## config.mk

```make
export PLATFORM = sky130hd
export DESIGN_NAME = uartc_core
export DESIGN_NICKNAME = d
export VERILOG_FILES = /design/src/rtl/uartc_pkg.sv /design/src/rtl/uartc_core.sv
export SDC_FILE = /design/constraint.sdc
export NUM_CORES = 1
export LEC_CHECK = 0
export BUFFER_PORTS_ARGS = -buffer_cell sky130_fd_sc_hd__buf_2
export CAP_MARGIN = 20
export CORE_ASPECT_RATIO = 1.5
export CORE_MARGIN = 4
export CORE_UTILIZATION = 30
export CTS_CLUSTER_SIZE = 28
export DETAILED_ROUTE_END_ITERATION = 10
export PLACE_DENSITY_LB_ADDON = 0.3
export SETUP_SLACK_MARGIN = 0.3
export SYNTH_ARGS = -nofsm -noshare
export SYNTH_HDL_FRONTEND = slang
export SYNTH_SLANG_ARGS = --single-unit
```

## constraint.sdc

```tcl
create_clock -name i_clk -period 2.4 [get_ports i_clk]
set_clock_uncertainty 0.05 [all_clocks]
set_input_delay 0.24 -clock i_clk [delete_from_list [all_inputs] [get_ports i_clk]]
set_output_delay 0.24 -clock i_clk [all_outputs]
set_load 0.01 [all_outputs]
```

## src/rtl/uartc_pkg.sv

```systemverilog
// Package for the serial transmit/receive core: register map, field
// positions, reset values and timing constants.
// Assumes a 100 MHz system clock and an Avalon-MM slave with 32-bit data.
// Overview of operation
// - Receiver runs when either receive-enable bit is set, stops when both clear.
// - Word-length setting picks 7 or 8 data bits for both directions.
// - Parity enabled adds a parity bit on transmit and checks it on receive.
// - Parity-mode setting picks odd or even for generation and checking.
// - Receive-invert flips the incoming line, transmit-invert the outgoing line.
// - Echo mode drives transmit line from receive line XOR transmit-invert.
// - Writing transmit data sets transmit-full; sending needs transmit enable.
// - After previous word finishes, holding word loads shifter and clears full.
// - Transmit interrupt pulses on each falling edge of transmit-full.
// - Transmit-busy reads one while a word is shifted out.
// - Data bits leave least significant bit first.
// - Receive-busy sets as soon as a start bit is detected.
// - At stop bit, word moves to receive data, full sets, interrupt pulses.
// - Reading receive data clears full; transfer while full sets overrun.
// - Any write to receive status clears the overrun flag.
// - Start-error flag is updated only when a word is transferred.
// - Parity-error flag set on mismatch, updated at word transfer.
// - Frame-error flag set when stop-bit position is not high.
// - Parity-mode zero selects odd parity, one selects even parity.
// - Word-length one selects 8 bits, zero selects 7; resets to one.
package uartc_pkg;
   localparam logic [3:0] UARTC_OFS_CMD = 4'h0;
   localparam logic [3:0] UARTC_OFS_CTRL = 4'h4;
   localparam logic [3:0] UARTC_OFS_TX = 4'h8;
   localparam logic [3:0] UARTC_OFS_TXSTA = 4'hc;
   localparam logic [3:0] UARTC_ADDR_W_DUMMY = 4'h0;
   localparam logic [5:0] UARTC_OFS_RX = 6'h10;
   localparam logic [5:0] UARTC_OFS_RXSTA = 6'h14;
   localparam logic [7:0] UARTC_CMD_RST = 8'h01;
   localparam logic [7:0] UARTC_CTRL_RST = 8'h05;
   // Command register fields
   localparam int UARTC_CMD_XTAL = 7;
   localparam int UARTC_CMD_ENRX_B = 6;
   localparam int UARTC_CMD_PM = 2;
   localparam int UARTC_CMD_PE = 1;
   localparam int UARTC_CMD_WL = 0;
   // Control register fields
   localparam int UARTC_CTRL_ECHO = 7;
   localparam int UARTC_CTRL_ENRX_A = 6;
   localparam int UARTC_CTRL_ENTX = 5;
   localparam int UARTC_CTRL_XRX = 4;
   localparam int UARTC_CTRL_XTX = 3;
   // Default bit period
   localparam int UARTC_CLK_HZ = 100000000;
   localparam int UARTC_BAUD = 115200;
   localparam int UARTC_BIT_CYC = UARTC_CLK_HZ / UARTC_BAUD;

   typedef struct packed {
      logic echo_enable;
      logic tx_enable_bit;
      logic rx_line_invert;
      logic tx_line_invert;
      logic word_length_sel;
      logic parity_enable;
      logic parity_mode_sel;
      logic rx_on;
   } uartc_cfg_t;

   typedef enum logic [4:0] {
      UARTC_IDLE = 5'b00001,
      UARTC_START = 5'b00010,
      UARTC_DATA = 5'b00100,
      UARTC_PAR = 5'b01000,
      UARTC_STOP = 5'b10000
   } uartc_state_t;
endpackage

```

## src/rtl/uartc_core.sv

```systemverilog
// Serial transmitter and receiver with holding registers and status.
// Registers reached over Avalon-MM; answers one cycle after a request.
module uartc_core import uartc_pkg::*; #(
   parameter int BIT_CYC = UARTC_BIT_CYC
) (
   input wire logic i_clk,
   input wire logic i_rst_n,
   input wire logic [5:0] i_address,
   input wire logic i_read,
   input wire logic i_write,
   input wire logic [31:0] i_writedata,
   input wire logic [3:0] i_byteenable,
   output logic [31:0] o_readdata,
   output logic o_waitrequest,
   input wire logic i_rx,
   output logic o_tx,
   output logic o_irq_tx,
   output logic o_irq_rx,
   output logic [2:0] o_baud_select,
   output logic [2:0] o_rc_prescaler_select,
   output logic o_crystal_clock_select
);
   logic [7:0] serial_command_reg;
   logic [7:0] serial_control_reg;
   logic [7:0] tx_data_reg;
   logic [7:0] rx_data_reg;
   logic tx_holding_full, tx_shifting;
   logic rx_holding_full, rx_shifting;
   logic rx_overrun_flag, rx_start_err_flag;
   logic rx_parity_err_flag, rx_frame_err_flag;
   logic ack;
   uartc_cfg_t cfg;
   logic wr_go, rd_go, lo_en;

   assign lo_en = i_byteenable[0];
   assign wr_go = i_write && !ack;
   assign rd_go = i_read && !ack;
   assign cfg.echo_enable = serial_control_reg[UARTC_CTRL_ECHO];
   assign cfg.tx_enable_bit = serial_control_reg[UARTC_CTRL_ENTX];
   assign cfg.rx_line_invert = serial_control_reg[UARTC_CTRL_XRX];
   assign cfg.tx_line_invert = serial_control_reg[UARTC_CTRL_XTX];
   assign cfg.word_length_sel = serial_command_reg[UARTC_CMD_WL];
   assign cfg.parity_enable = serial_command_reg[UARTC_CMD_PE];
   assign cfg.parity_mode_sel = serial_command_reg[UARTC_CMD_PM];
   assign cfg.rx_on = serial_control_reg[UARTC_CTRL_ENRX_A] |
      serial_command_reg[UARTC_CMD_ENRX_B];

   // Bus handshake: waitrequest high until the cycle that answers
   always_ff @(posedge i_clk or negedge i_rst_n) begin
      if (!i_rst_n) begin
         ack <= 1'b0;
      end else begin
         ack <= (i_read || i_write) && !ack;
      end
   end

   always_ff @(posedge i_clk or negedge i_rst_n) begin
      if (!i_rst_n) begin
         o_waitrequest <= 1'b1;
      end else begin
         o_waitrequest <= !((i_read || i_write) && !ack);
      end
   end

   // Configuration registers
   always_ff @(posedge i_clk or negedge i_rst_n) begin
      if (!i_rst_n) begin
         serial_command_reg <= UARTC_CMD_RST;
         serial_control_reg <= UARTC_CTRL_RST;
      end else if (wr_go && lo_en) begin
         if (i_address == {2'b00, UARTC_OFS_CMD}) begin
            serial_command_reg <= i_writedata[7:0];
         end else if (i_address == {2'b00, UARTC_OFS_CTRL}) begin
            serial_control_reg <= i_writedata[7:0];
         end
      end
   end

   always_ff @(posedge i_clk or negedge i_rst_n) begin
      if (!i_rst_n) begin
         o_baud_select <= 3'h5;
         o_rc_prescaler_select <= 3'h0;
         o_crystal_clock_select <= 1'b0;
      end else begin
         o_baud_select <= serial_control_reg[2:0];
         o_rc_prescaler_select <= serial_command_reg[5:3];
         o_crystal_clock_select <= serial_command_reg[UARTC_CMD_XTAL];
      end
   end

   // ---------------- Transmitter ----------------
   uartc_state_t tx_state;
   logic [15:0] tx_cnt;
   logic [2:0] tx_idx;
   logic [7:0] tx_shift;
   logic tx_par, tx_line, tx_load, tx_tick;
   logic [2:0] last_idx;

   assign last_idx = cfg.word_length_sel ? 3'h7 : 3'h6;
   assign tx_tick = (tx_cnt == 16'(BIT_CYC - 1));
   assign tx_load = tx_holding_full && cfg.tx_enable_bit &&
      (tx_state == UARTC_IDLE);

   always_ff @(posedge i_clk or negedge i_rst_n) begin
      if (!i_rst_n) begin
         tx_data_reg <= 8'h00;
         tx_holding_full <= 1'b0;
      end else begin
         if (wr_go && lo_en && i_address == {2'b00, UARTC_OFS_TX}) begin
            tx_data_reg <= i_writedata[7:0];
            tx_holding_full <= 1'b1;
         end else if (tx_load) begin
            tx_holding_full <= 1'b0;
         end
      end
   end

   always_ff @(posedge i_clk or negedge i_rst_n) begin
      if (!i_rst_n) begin
         tx_state <= UARTC_IDLE;
         tx_cnt <= 16'h0000;
         tx_idx <= 3'h0;
         tx_shift <= 8'h00;
         tx_par <= 1'b0;
         tx_line <= 1'b1;
      end else begin
         tx_cnt <= (tx_state == UARTC_IDLE || tx_tick) ? 16'h0000 :
            tx_cnt + 16'h0001;
         case (tx_state)
            UARTC_IDLE: begin
               tx_line <= 1'b1;
               if (tx_load) begin
                  tx_shift <= tx_data_reg;
                  tx_par <= ~cfg.parity_mode_sel;
                  tx_idx <= 3'h0;
                  tx_line <= 1'b0;
                  tx_state <= UARTC_START;
               end
            end
            UARTC_START: begin
               if (tx_tick) begin
                  tx_line <= tx_shift[0];
                  tx_par <= tx_par ^ tx_shift[0];
                  tx_state <= UARTC_DATA;
               end
            end
            UARTC_DATA: begin
               if (tx_tick) begin
                  tx_shift <= {1'b0, tx_shift[7:1]};
                  tx_idx <= tx_idx + 3'h1;
                  if (tx_idx == last_idx) begin
                     if (cfg.parity_enable) begin
                        tx_line <= tx_par;
                        tx_state <= UARTC_PAR;
                     end else begin
                        tx_line <= 1'b1;
                        tx_state <= UARTC_STOP;
                     end
                  end else begin
                     tx_line <= tx_shift[1];
                     tx_par <= tx_par ^ tx_shift[1];
                  end
               end
            end
            UARTC_PAR: begin
               if (tx_tick) begin
                  tx_line <= 1'b1;
                  tx_state <= UARTC_STOP;
               end
            end
            UARTC_STOP: begin
               if (tx_tick) begin
                  tx_state <= UARTC_IDLE;
               end
            end
            default: tx_state <= UARTC_IDLE;
         endcase
      end
   end

   always_ff @(posedge i_clk or negedge i_rst_n) begin
      if (!i_rst_n) begin
         tx_shifting <= 1'b0;
         o_irq_tx <= 1'b0;
         o_tx <= 1'b1;
      end else begin
         tx_shifting <= (tx_state != UARTC_IDLE) || tx_load;
         o_irq_tx <= tx_load;
         o_tx <= (cfg.echo_enable ? i_rx : tx_line) ^
            cfg.tx_line_invert;
      end
   end

   // ---------------- Receiver ----------------
   uartc_state_t rx_state;
   logic [15:0] rx_cnt;
   logic [2:0] rx_idx;
   logic [7:0] rx_shift;
   logic rx_par, rx_bit, rx_mid, rx_serr, rx_done;
   logic rx_perr, rx_ferr, rx_rd;

   assign rx_bit = i_rx ^ cfg.rx_line_invert;
   assign rx_mid = (rx_cnt == 16'(BIT_CYC / 2));
   assign rx_rd = rd_go && i_address == UARTC_OFS_RX;

   always_ff @(posedge i_clk or negedge i_rst_n) begin
      if (!i_rst_n) begin
         rx_state <= UARTC_IDLE;
         rx_cnt <= 16'h0000;
         rx_idx <= 3'h0;
         rx_shift <= 8'h00;
         rx_par <= 1'b0;
         rx_serr <= 1'b0;
         rx_perr <= 1'b0;
         rx_ferr <= 1'b0;
         rx_done <= 1'b0;
      end else begin
         rx_done <= 1'b0;
         rx_cnt <= (rx_state == UARTC_IDLE ||
            rx_cnt == 16'(BIT_CYC - 1)) ? 16'h0000 : rx_cnt + 16'h0001;
         if (!cfg.rx_on) begin
            rx_state <= UARTC_IDLE;
         end else begin
            case (rx_state)
               UARTC_IDLE: begin
                  if (!rx_bit) begin
                     rx_state <= UARTC_START;
                     rx_idx <= 3'h0;
                     rx_shift <= 8'h00;
                     rx_par <= ~cfg.parity_mode_sel;
                  end
               end
               UARTC_START: begin
                  if (rx_mid) begin
                     rx_serr <= rx_bit;
                     rx_state <= UARTC_DATA;
                  end
               end
               UARTC_DATA: begin
                  if (rx_mid) begin
                     rx_shift[rx_idx] <= rx_bit;
                     rx_par <= rx_par ^ rx_bit;
                     rx_idx <= rx_idx + 3'h1;
                     if (rx_idx == last_idx) begin
                        rx_state <= cfg.parity_enable ? UARTC_PAR :
                           UARTC_STOP;
                     end
                  end
               end
               UARTC_PAR: begin
                  if (rx_mid) begin
                     rx_perr <= rx_par ^ rx_bit;
                     rx_state <= UARTC_STOP;
                  end
               end
               UARTC_STOP: begin
                  if (rx_mid) begin
                     if (!cfg.parity_enable) begin
                        rx_perr <= 1'b0;
                     end
                     rx_ferr <= !rx_bit;
                     rx_done <= 1'b1;
                     rx_state <= UARTC_IDLE;
                  end
               end
               default: rx_state <= UARTC_IDLE;
            endcase
         end
      end
   end

   always_ff @(posedge i_clk or negedge i_rst_n) begin
      if (!i_rst_n) begin
         rx_data_reg <= 8'h00;
         rx_holding_full <= 1'b0;
         rx_overrun_flag <= 1'b0;
         rx_start_err_flag <= 1'b0;
         rx_parity_err_flag <= 1'b0;
         rx_frame_err_flag <= 1'b0;
         o_irq_rx <= 1'b0;
         rx_shifting <= 1'b0;
      end else begin
         rx_shifting <= cfg.rx_on && (rx_state != UARTC_IDLE ||
            !rx_bit) && !(rx_state == UARTC_STOP && rx_mid);
         o_irq_rx <= rx_done;
         if (rx_done) begin
            rx_data_reg <= rx_shift;
            rx_holding_full <= 1'b1;
            rx_start_err_flag <= rx_serr;
            rx_parity_err_flag <= rx_perr;
            rx_frame_err_flag <= rx_ferr;
         end else if (rx_rd) begin
            rx_holding_full <= 1'b0;
         end
         if (rx_done && rx_holding_full && !rx_rd) begin
            rx_overrun_flag <= 1'b1;
         end else if (wr_go && i_address == UARTC_OFS_RXSTA) begin
            rx_overrun_flag <= 1'b0;
         end
      end
   end

   // Read data mux; unmapped addresses read zero
   always_ff @(posedge i_clk or negedge i_rst_n) begin
      if (!i_rst_n) begin
         o_readdata <= 32'h0000_0000;
      end else if (rd_go) begin
         if (i_address == {2'b00, UARTC_OFS_CMD}) begin
            o_readdata <= {24'h000000, serial_command_reg};
         end else if (i_address == {2'b00, UARTC_OFS_CTRL}) begin
            o_readdata <= {24'h000000, serial_control_reg};
         end else if (i_address == {2'b00, UARTC_OFS_TX}) begin
            o_readdata <= {24'h000000, tx_data_reg};
         end else if (i_address == {2'b00, UARTC_OFS_TXSTA}) begin
            o_readdata <= {30'h0, tx_shifting, tx_holding_full};
         end else if (i_address == UARTC_OFS_RX) begin
            o_readdata <= {24'h000000, rx_data_reg};
         end else if (i_address == UARTC_OFS_RXSTA) begin
            o_readdata <= {26'h0, rx_start_err_flag, rx_parity_err_flag,
               rx_frame_err_flag, rx_overrun_flag, rx_shifting,
               rx_holding_full};
         end else begin
            o_readdata <= 32'h0000_0000;
         end
      end else begin
         o_readdata <= 32'h0000_0000;
      end
   end
endmodule

```

Word level (Yosys, flattened, before mapping). Cells that the tools add are included.

Output and inout bits: 43. Bits in registers: 155. Bits of input ports: 47. Word-level logic and storage cells: 204.

Bitwise logic cells: 8. Magnitude comparators: 2. Reductions and logical operators: 45. $add $sub $neg: 4. Equal/unequal tests: 40. Multiplexer cells: 69.

Operators by type and width (count): 32-bit 2-to-1 mux (4); 5-bit 2-to-1 mux (14); 5-bit one-hot mux with 5 select lines (2); 8-bit 2-to-1 mux (6); 16-bit by 1-bit adder with 16-bit output, second input constant (2); 16-bit by 10-bit equality test with 1-bit output, second input constant (2); 16-bit 2-to-1 mux (2); 8-bit one-hot mux with 2 select lines (2); 1-bit 2-to-1 mux (26); 2-bit != test, second input constant (12); 3-bit != test, second input constant (6); 16-bit by 9-bit equality test with 1-bit output, second input constant (1); 1-bit logical AND (15); 6-bit by 4-bit equality test with 1-bit output, second input constant (2); 6-bit by 5-bit equality test with 1-bit output, second input constant (2); 3-bit 2-to-1 mux (4); 3-bit one-hot mux with 2 select lines (2); 3-bit AND reduction (4); 6-bit AND reduction (2); 2-bit nonzero test (6); 5-bit by 1-bit equality test with 1-bit output, second input constant (2); 5-bit by 2-bit equality test with 1-bit output, second input constant (2); 5-bit by 3-bit equality test with 1-bit output, second input constant (2); 5-bit by 4-bit equality test with 1-bit output, second input constant (2); other kinds (24) (44).

Logic depth before layout (Yosys ltp). Gate-level depths: netlist of run 1.

Word-level depth: 8. Mapped depth: 7. Mapped depth without buffers: 7.

Least setup slack after synthesis of run 1. OpenSTA, ideal clock, no wires.

Kind: reg2reg. Start point: register rx_cnt[0]. End point: register rx_state[4]. Buffers on the path: 0. Arrival: 2147 ps. Stages on the path, launching flop included: 8. Slack: 126 ps. Required time: 2273 ps. Setup time: 77 ps. Period minus slack after synthesis: 2274 ps. Path through: dfrtp_1 inv_1 ha_1 or3b_2 o41ai_1 a21oi_1 or4_1 a21oi_1.

Word-level cells in the longest chain between the ends: 3. Elaborated cells on any way between the ends: 6. Classes of those cells: 5 x eq/ne; 1 x reduce/logical.

RTL lines: start: declaration (line uartc_core.sv:196) `logic [15:0] rx_cnt;`; start signal: assignment (line uartc_core.sv:219) `rx_cnt <= (rx_state == UARTC_IDLE ||`; 16-bit by 9-bit equality test with 1-bit output * (line uartc_core.sv:203) `assign rx_mid = (rx_cnt == 16'(BIT_CYC / 2));`; 3-bit != test (no line); 6-bit AND reduction (no line) *; end signal: assignment (line uartc_core.sv:245) `rx_state <= cfg.parity_enable ? UARTC_PAR :`; end: declaration (line uartc_core.sv:195) `uartc_state_t rx_state;`.

Mark *: on every way between the ends. The rest lies on a longest branch, timed or not. A chain may end at the register's enable or synchronous reset.

Worst setup path in the final report of run 1.
Start point: register rx_cnt[0]. End point: register rx_perr.

Word-level cells in the longest chain between the ends: 3. Elaborated cells on any way between the ends: 4. Classes of those cells: 3 x eq/ne; 1 x reduce/logical.

RTL lines: 16-bit by 9-bit equality test with 1-bit output * (line uartc_core.sv:203); 2-bit != test (no line); 5-bit AND reduction (no line) *; end signal: assignment (line uartc_core.sv:252) `rx_perr <= rx_par ^ rx_bit;`; end: declaration (line uartc_core.sv:200) `logic rx_perr, rx_ferr, rx_rd;`.

Marked as above.

==> out/qor.csv, run 1 <==
metric;value;unit
commonest non-fill, non-tap cells in the layout;dfrtp_1 (120), nor2_1 (76), nand2_1 (39);
Async S/R FF share, synth;1.00;
initial antenna violation count;1;
CP Launch Type;register;
Least-Margin Pin Slew;775;ps
Final setup viols;0;
antenna cells;0;
first-pass detailed-route iteration total;5;
share of cells above drive strength 1;0.297;
drt first-iter violations;276;
WS Path Type;register to register;
Placed Cells incl. Taps;897;
outcome;finished, final reports clean;
Via density;4.92;
Hold Crit Class;primary input to register;
Port Buffers;38;
Yosys warning count;0;
cell depth of the worst flop-to-flop path;8;
TritonCTS clock tree;built;
H-tree depth;4;
Worst Setup EP;rx_perr;
Final period util;0.920;
average wire per standard cell;16.4;um
Root Buffer;clkbuf_16;
final core occ;0.378;
clk_lat worst skew;420;ps
Worst Setup SP;rx_cnt[0];
hpwl dp;11.3;mm
routed vias;4647;
initial core utilization;0.308;
RSZ-0062 raised after global routing;yes;
register bit total from synthesis;131;
fin. max-slew vios;0;
die height;186;um
Remaining DRCs;0;
Final GP Congestion;0.888;
relative slew slack;0.482;
CTS Buffer Depth;2;
FF-to-FF End;rx_perr;
routed wire length;15.5;mm
WHS;45.2;ps
Num CTS Buffers;17;
Hold Vio Cnt, Final;0;
Post-synth EDFFs;0;
minimum clock period;2210;ps
setup_tns;0;ps
Mapped Area;6340;um^2
Worst setup EP type;register;
pin count of the biggest net entering global routing;61;
final net count;720;
Top FF cell, synth;dfrtp_1;
largest registers;rx_cnt (16), tx_cnt (16);
I/O Pins;90;
Layout area overhead;22.7;%
reg2reg start;rx_cnt[0];
Static Leak;3.52;nW
r2r setup slk;190;ps
Die Footprint;23600;um^2
Avg Synthesized Cell Area;10.7;um^2
most common cell after layout, fill and taps aside;dfrtp_1;
Worst-path clk slew;60;ps
max frequency;453;MHz
first-pass GRT wire length;24.6;mm
total global-route track usage;0.133;
final-layout fill cell count;2007;
register area share after synthesis;0.519;
# rows;64;
GRT Residual Overflow;0;
Final Instance Count excl. Fillers;945;
P per Cell Area;757;nW/um^2
vias in the first global route;4795;
Post-Synthesis Cells;590;
Core Box Area;20600;um^2
worst vdd ir;0.458;mV
max_cap viols;0;
arrival time worst endpoint;2510;ps
Die Span X;127;um
ANT nets after route;0;
Unique masters post-synth;67;
clock sinks;131;
CP Max Fanout;7;
CP required;2700;ps
metal layers:
metal  global-route usage  vias to the layer above  wire [um]  part of all wire
met2                0.239                       86       8410              0.54
met1                0.148                     2333       6120              0.40
li1                     -                     2201          -                 -
met3               0.0367                       25        541             0.035
met5                    0                        -         11           0.00071
met4               0.0571                        2        391             0.025
how the worst min path moves through the flow:
| stage | to | startpoint | slack, ps | depth (start not counted) |
|---|---|---|---|---|
| final | serial_command_reg[3] | i_writedata[3] | 50 | 2 |
| after detailed placement | o_irq_rx | i_rst_n | 210 | 1 |
| after CTS | serial_command_reg[3] | i_writedata[3] | 20 | 2 |
| after global placement | o_irq_rx | i_rst_n | 200 | 1 |
| after floorplan | ack | i_rst_n | -110 | 0 |
| after global routing | tx_data_reg[3] | i_writedata[3] | 20 | 2 |
cell families (layout without fill, tap and decap cells):
| kind of cell | Yosys count | count (layout) | share of synthesized area |
|---|---|---|---|
| other | 1 | 24 | 0.000591 |
| and+or+nand+nor | 231 | 231 | 0.188 |
| adders and majority gates | 5 | 5 | 0.00987 |
| buffers and inverters | 52 | 120 | 0.0523 |
| muxes | 53 | 53 | 0.0932 |
| DFF | 131 | 131 | 0.519 |
| xor gates and xnor gates | 39 | 39 | 0.0539 |
| AOI/OAI and AO/OA | 78 | 78 | 0.0831 |
worst max-delay path, cell delays in order (launching register included):
cell,delay (ps)
dfrtp_1,390
inv_1,60
ha_1,130
or3b_4,410
nor4_4,290
buf_6,180
nand2_4,60
or4_4,480
nand2_2,80
where the power goes:
part / switching (mW) / internal, mW
logic: 0.425 / 0.316
clock network: 1.02 / 1.60
registers: 0.150 / 2.38
total: 1.59 / 4.29
per-stage QoR:
step | setup WS, ps | power [mW] | area, um^2
finish | 192 | 5.89 | 7780
global route | 121 | 6.16 | 7780
CTS | 222 | 5.91 | 7610
detailed placement | 108 | 3.25 | 6870
global placement | 104 | 3.23 | 6870
floorplan | 215 | 3.00 | 6450
synth_stat cells, types with 10 or more instances:
cell type  count  area, um^2
dfrtp_1      121        3030
nor2_1        80         300
nand2_1       43         161
mux2_2        38         428
buf_4         24         180
nand3_1       23         115
xor2_1        20         175
xnor2_1       19         166
o21ai_0       18        90.1
and3_1        17         106
mux2i_1       14         140
nand4_1       13        81.3
a21oi_1       12        60.1
a22oi_1       12        90.1
clkbuf_1      11        41.3
dfstp_2       10         263
what timing repair did:
item                                    in CTS  in global routing
pin swaps                                    9                 12
endpoints found under the setup margin      15                 47
endpoints found under the hold margin       55                  0
hold buffers                                 1                  0
setup buffers                               10                  5
resized for setup                           14                 28
layout make-up:
type	instances	area, um^2	area share
well taps	264	330	0.0425
clock inverters	13	148	0.0190
clock buffers	19	453	0.0582
repair buffers	79	538	0.0692
multi-input cells	430	2980	0.384
flip-flops and latches	131	3290	0.423
inverters	9	33.8	0.00434
Power figures use the tool's default switching activity.
==> inputs of run 2 (changes only) <==
Settings changed: SETUP_SLACK_MARGIN 0.3 to 0.1.
==> run 2 against run 1 <==
Against the previous run: cell area is 3.0% lower; count of clock-buffer cells in the layout is 2 lower; fmax is 0.43% lower; worst setup slack worse by 9.4 ps; power is 1.4% lower; sequential cell count stayed put; register-to-register slack hardly changed; sequential power hardly changed; critical path depth is 2 lower; utilization is 1.1 points lower.
==> out/qor.csv, run 2 (synthesis results as in run 1) <==
metric;value;unit;change
CP Launch Type;register;;unchanged
Final period util;0.924;;was 0.920
Remaining DRCs;0;;unchanged
TritonCTS clock tree;built;;unchanged
clock sinks;131;;unchanged
first-pass detailed-route iteration total;4;;was 5
final net count;710;;was 720
routed vias;4592;;was 4647
Setup WS post-layout;183;ps;was 192 ps
share of cells above drive strength 1;0.265;;was 0.297
P per Cell Area;769;nW/um^2;was 757 nW/um^2
Die Span X;127;um;unchanged
Port Buffers;38;;unchanged
Root Buffer;clkbuf_16;;unchanged
Die Footprint;23600;um^2;unchanged
CP required;2640;ps;was 2700 ps
worst vdd ir;0.454;mV;was 0.458 mV
Worst Setup EP;rx_ferr;;was rx_perr
initial core utilization;0.308;;unchanged
Largest stage delay, worst path;590;ps;was 480 ps
Least-Margin Pin Slew;818;ps;was 775 ps
critical-path cell list;or4_4 > nor4_4 > buf_6 > buf_4 > and3_1 > mux2_2;;was inv_1 > ha_1 > or3b_4 > nor4_4 > buf_6 > nand2_4 > or4_4 > nand2_2
RSZ-0062 raised after global routing;yes;;unchanged
H-tree depth;4;;unchanged
Worst Setup SP;rx_cnt[10];;was rx_cnt[0]
total global-route track usage;0.128;;was 0.133
Worst-path clk slew;60;ps;about the same
CP Max Fanout;6;;was 7
drt first-iter violations;229;;was 276
Hold Vio Cnt, Final;0;;unchanged
antenna cells;0;;unchanged
largest registers;rx_cnt (16), tx_cnt (16);;unchanged
Final setup viols;0;;unchanged
Static Leak;3.43;nW;was 3.52 nW
initial antenna violation count;1;;unchanged
average wire per standard cell;15.7;um;was 16.4 um
Setup WS pre-CTS;100;ps;was 108 ps
clk_lat worst skew;410;ps;was 420 ps
hpwl dp;10.7;mm;was 11.3 mm
r2r setup slk;180;ps;was 190 ps
slowest CP cell;or4_4;;unchanged
minimum clock period;2220;ps;was 2210 ps
max_cap viols;0;;unchanged
pin count of the biggest net entering global routing;50;;was 61
max frequency;451;MHz;was 453 MHz
routed wire length;14.7;mm;was 15.5 mm
commonest non-fill, non-tap cells in the layout;dfrtp_1 (121), nor2_1 (78), nand2_1 (43);;was dfrtp_1 (120), nor2_1 (76), nand2_1 (39)
Layout area overhead;19.0;%;was 22.7%
reg2reg start;rx_cnt[10];;was rx_cnt[0]
FF-to-FF End;rx_ferr;;was rx_perr
Via density;4.91;;was 4.92
I/O Pins;90;;unchanged
most common cell after layout, fill and taps aside;dfrtp_1;;unchanged
ANT nets after route;0;;unchanged
setup_tns;0;ps;unchanged
Worst setup EP type;register;;unchanged
outcome;finished, final reports clean;;unchanged
relative slew slack;0.447;;was 0.482
first-pass GRT wire length;24.3;mm;was 24.6 mm
Num CTS Buffers;17;;unchanged
Core Box Area;20600;um^2;unchanged
fin. max-slew vios;0;;unchanged
arrival time worst endpoint;2460;ps;was 2510 ps
vias in the first global route;4785;;was 4795
CTS Buffer Depth;2;;unchanged
Final GP Congestion;0.870;;was 0.888
Hold Crit Class;primary input to register;;unchanged
die height;186;um;unchanged
cell depth of the worst flop-to-flop path;6;;was 8
GRT Residual Overflow;0;;unchanged
WS Path Type;register to register;;unchanged
# rows;64;;unchanged
[run 2: report_power, final]
part           switching, mW  internal (mW)
Clock                   1.05           1.56
Combinational          0.395          0.278
Sequential             0.153           2.38
Total                   1.59           4.21
[run 2: final cells by class]
cell class / instances / area (um^2)
Fill cell: 2011 / 13000
Sequential cell: 131 / 3290
Multi-Input combinational cell: 430 / 2850
Timing Repair Buffer: 69 / 442
Clock buffer: 17 / 425
Tap cell: 264 / 330
Clock inverter: 15 / 173
Inverter: 9 / 33.8
[run 2: repair_timing]
item | 4_1_cts | 5_1_grt
hold buffers | 1 | 0
gates cloned | 0 | 0
endpoints found under the setup margin | 1 | 22
hold endpoints to repair | 37 | 0
pin swaps | 0 | 7
gates resized for setup | 1 | 11
setup buffers | 0 | 6
[run 2: how the worst min path moves through the flow]
stage / start / endpoint / slack, ps / depth (start not counted)
2_1_floorplan: i_rst_n / ack / -110 / 0
3_3_place_gp: i_rst_n / serial_control_reg[3] / 240 / 1
3_5_place_dp: i_rst_n / serial_command_reg[2] / 260 / 1
4_1_cts: i_writedata[7] / serial_control_reg[7] / 30 / 2
5_1_grt: i_writedata[3] / serial_command_reg[3] / 30 / 2
6_report: i_writedata[0] / serial_command_reg[0] / 40 / 2
[run 2: per-layer routing]
| metal | share of wire | wire [um] | GRT usage | vias to the layer above |
|---|---|---|---|---|
| li1 | - | - | - | 2183 |
| met1 | 0.40 | 5850 | 0.145 | 2260 |
| met5 | 0.0014 | 20 | 0 | - |
| met3 | 0.042 | 617 | 0.0256 | 32 |
| met4 | 0.029 | 423 | 0.0593 | 2 |
| met2 | 0.53 | 7760 | 0.229 | 115 |
[run 2: stage by stage]
step / cells / util / instance area (um^2) / total power [mW] / hold slack (ps)
final: 935 / 0.367 / 7550 / 5.81 / 42.5
after global routing: 935 / 0.367 / 7550 / 6.08 / 33.1
after CTS: 929 / 0.362 / 7460 / 5.87 / 26.2
after detailed placement: 896 / 0.333 / 6840 / 3.24 / 255
after global placement: 896 / 0.333 / 6840 / 3.21 / 240
after floorplan: 613 / - / 6430 / 3.00 / -106
[run 2: worst max-delay path: cells and delay by family (launching register included)]
kind / cells / cell delay [ps]
AND/OR/NAND/NOR: 3 / 1040
flip-flops: 1 / 410
multiplexers: 1 / 330
buffers and inverters: 2 / 270
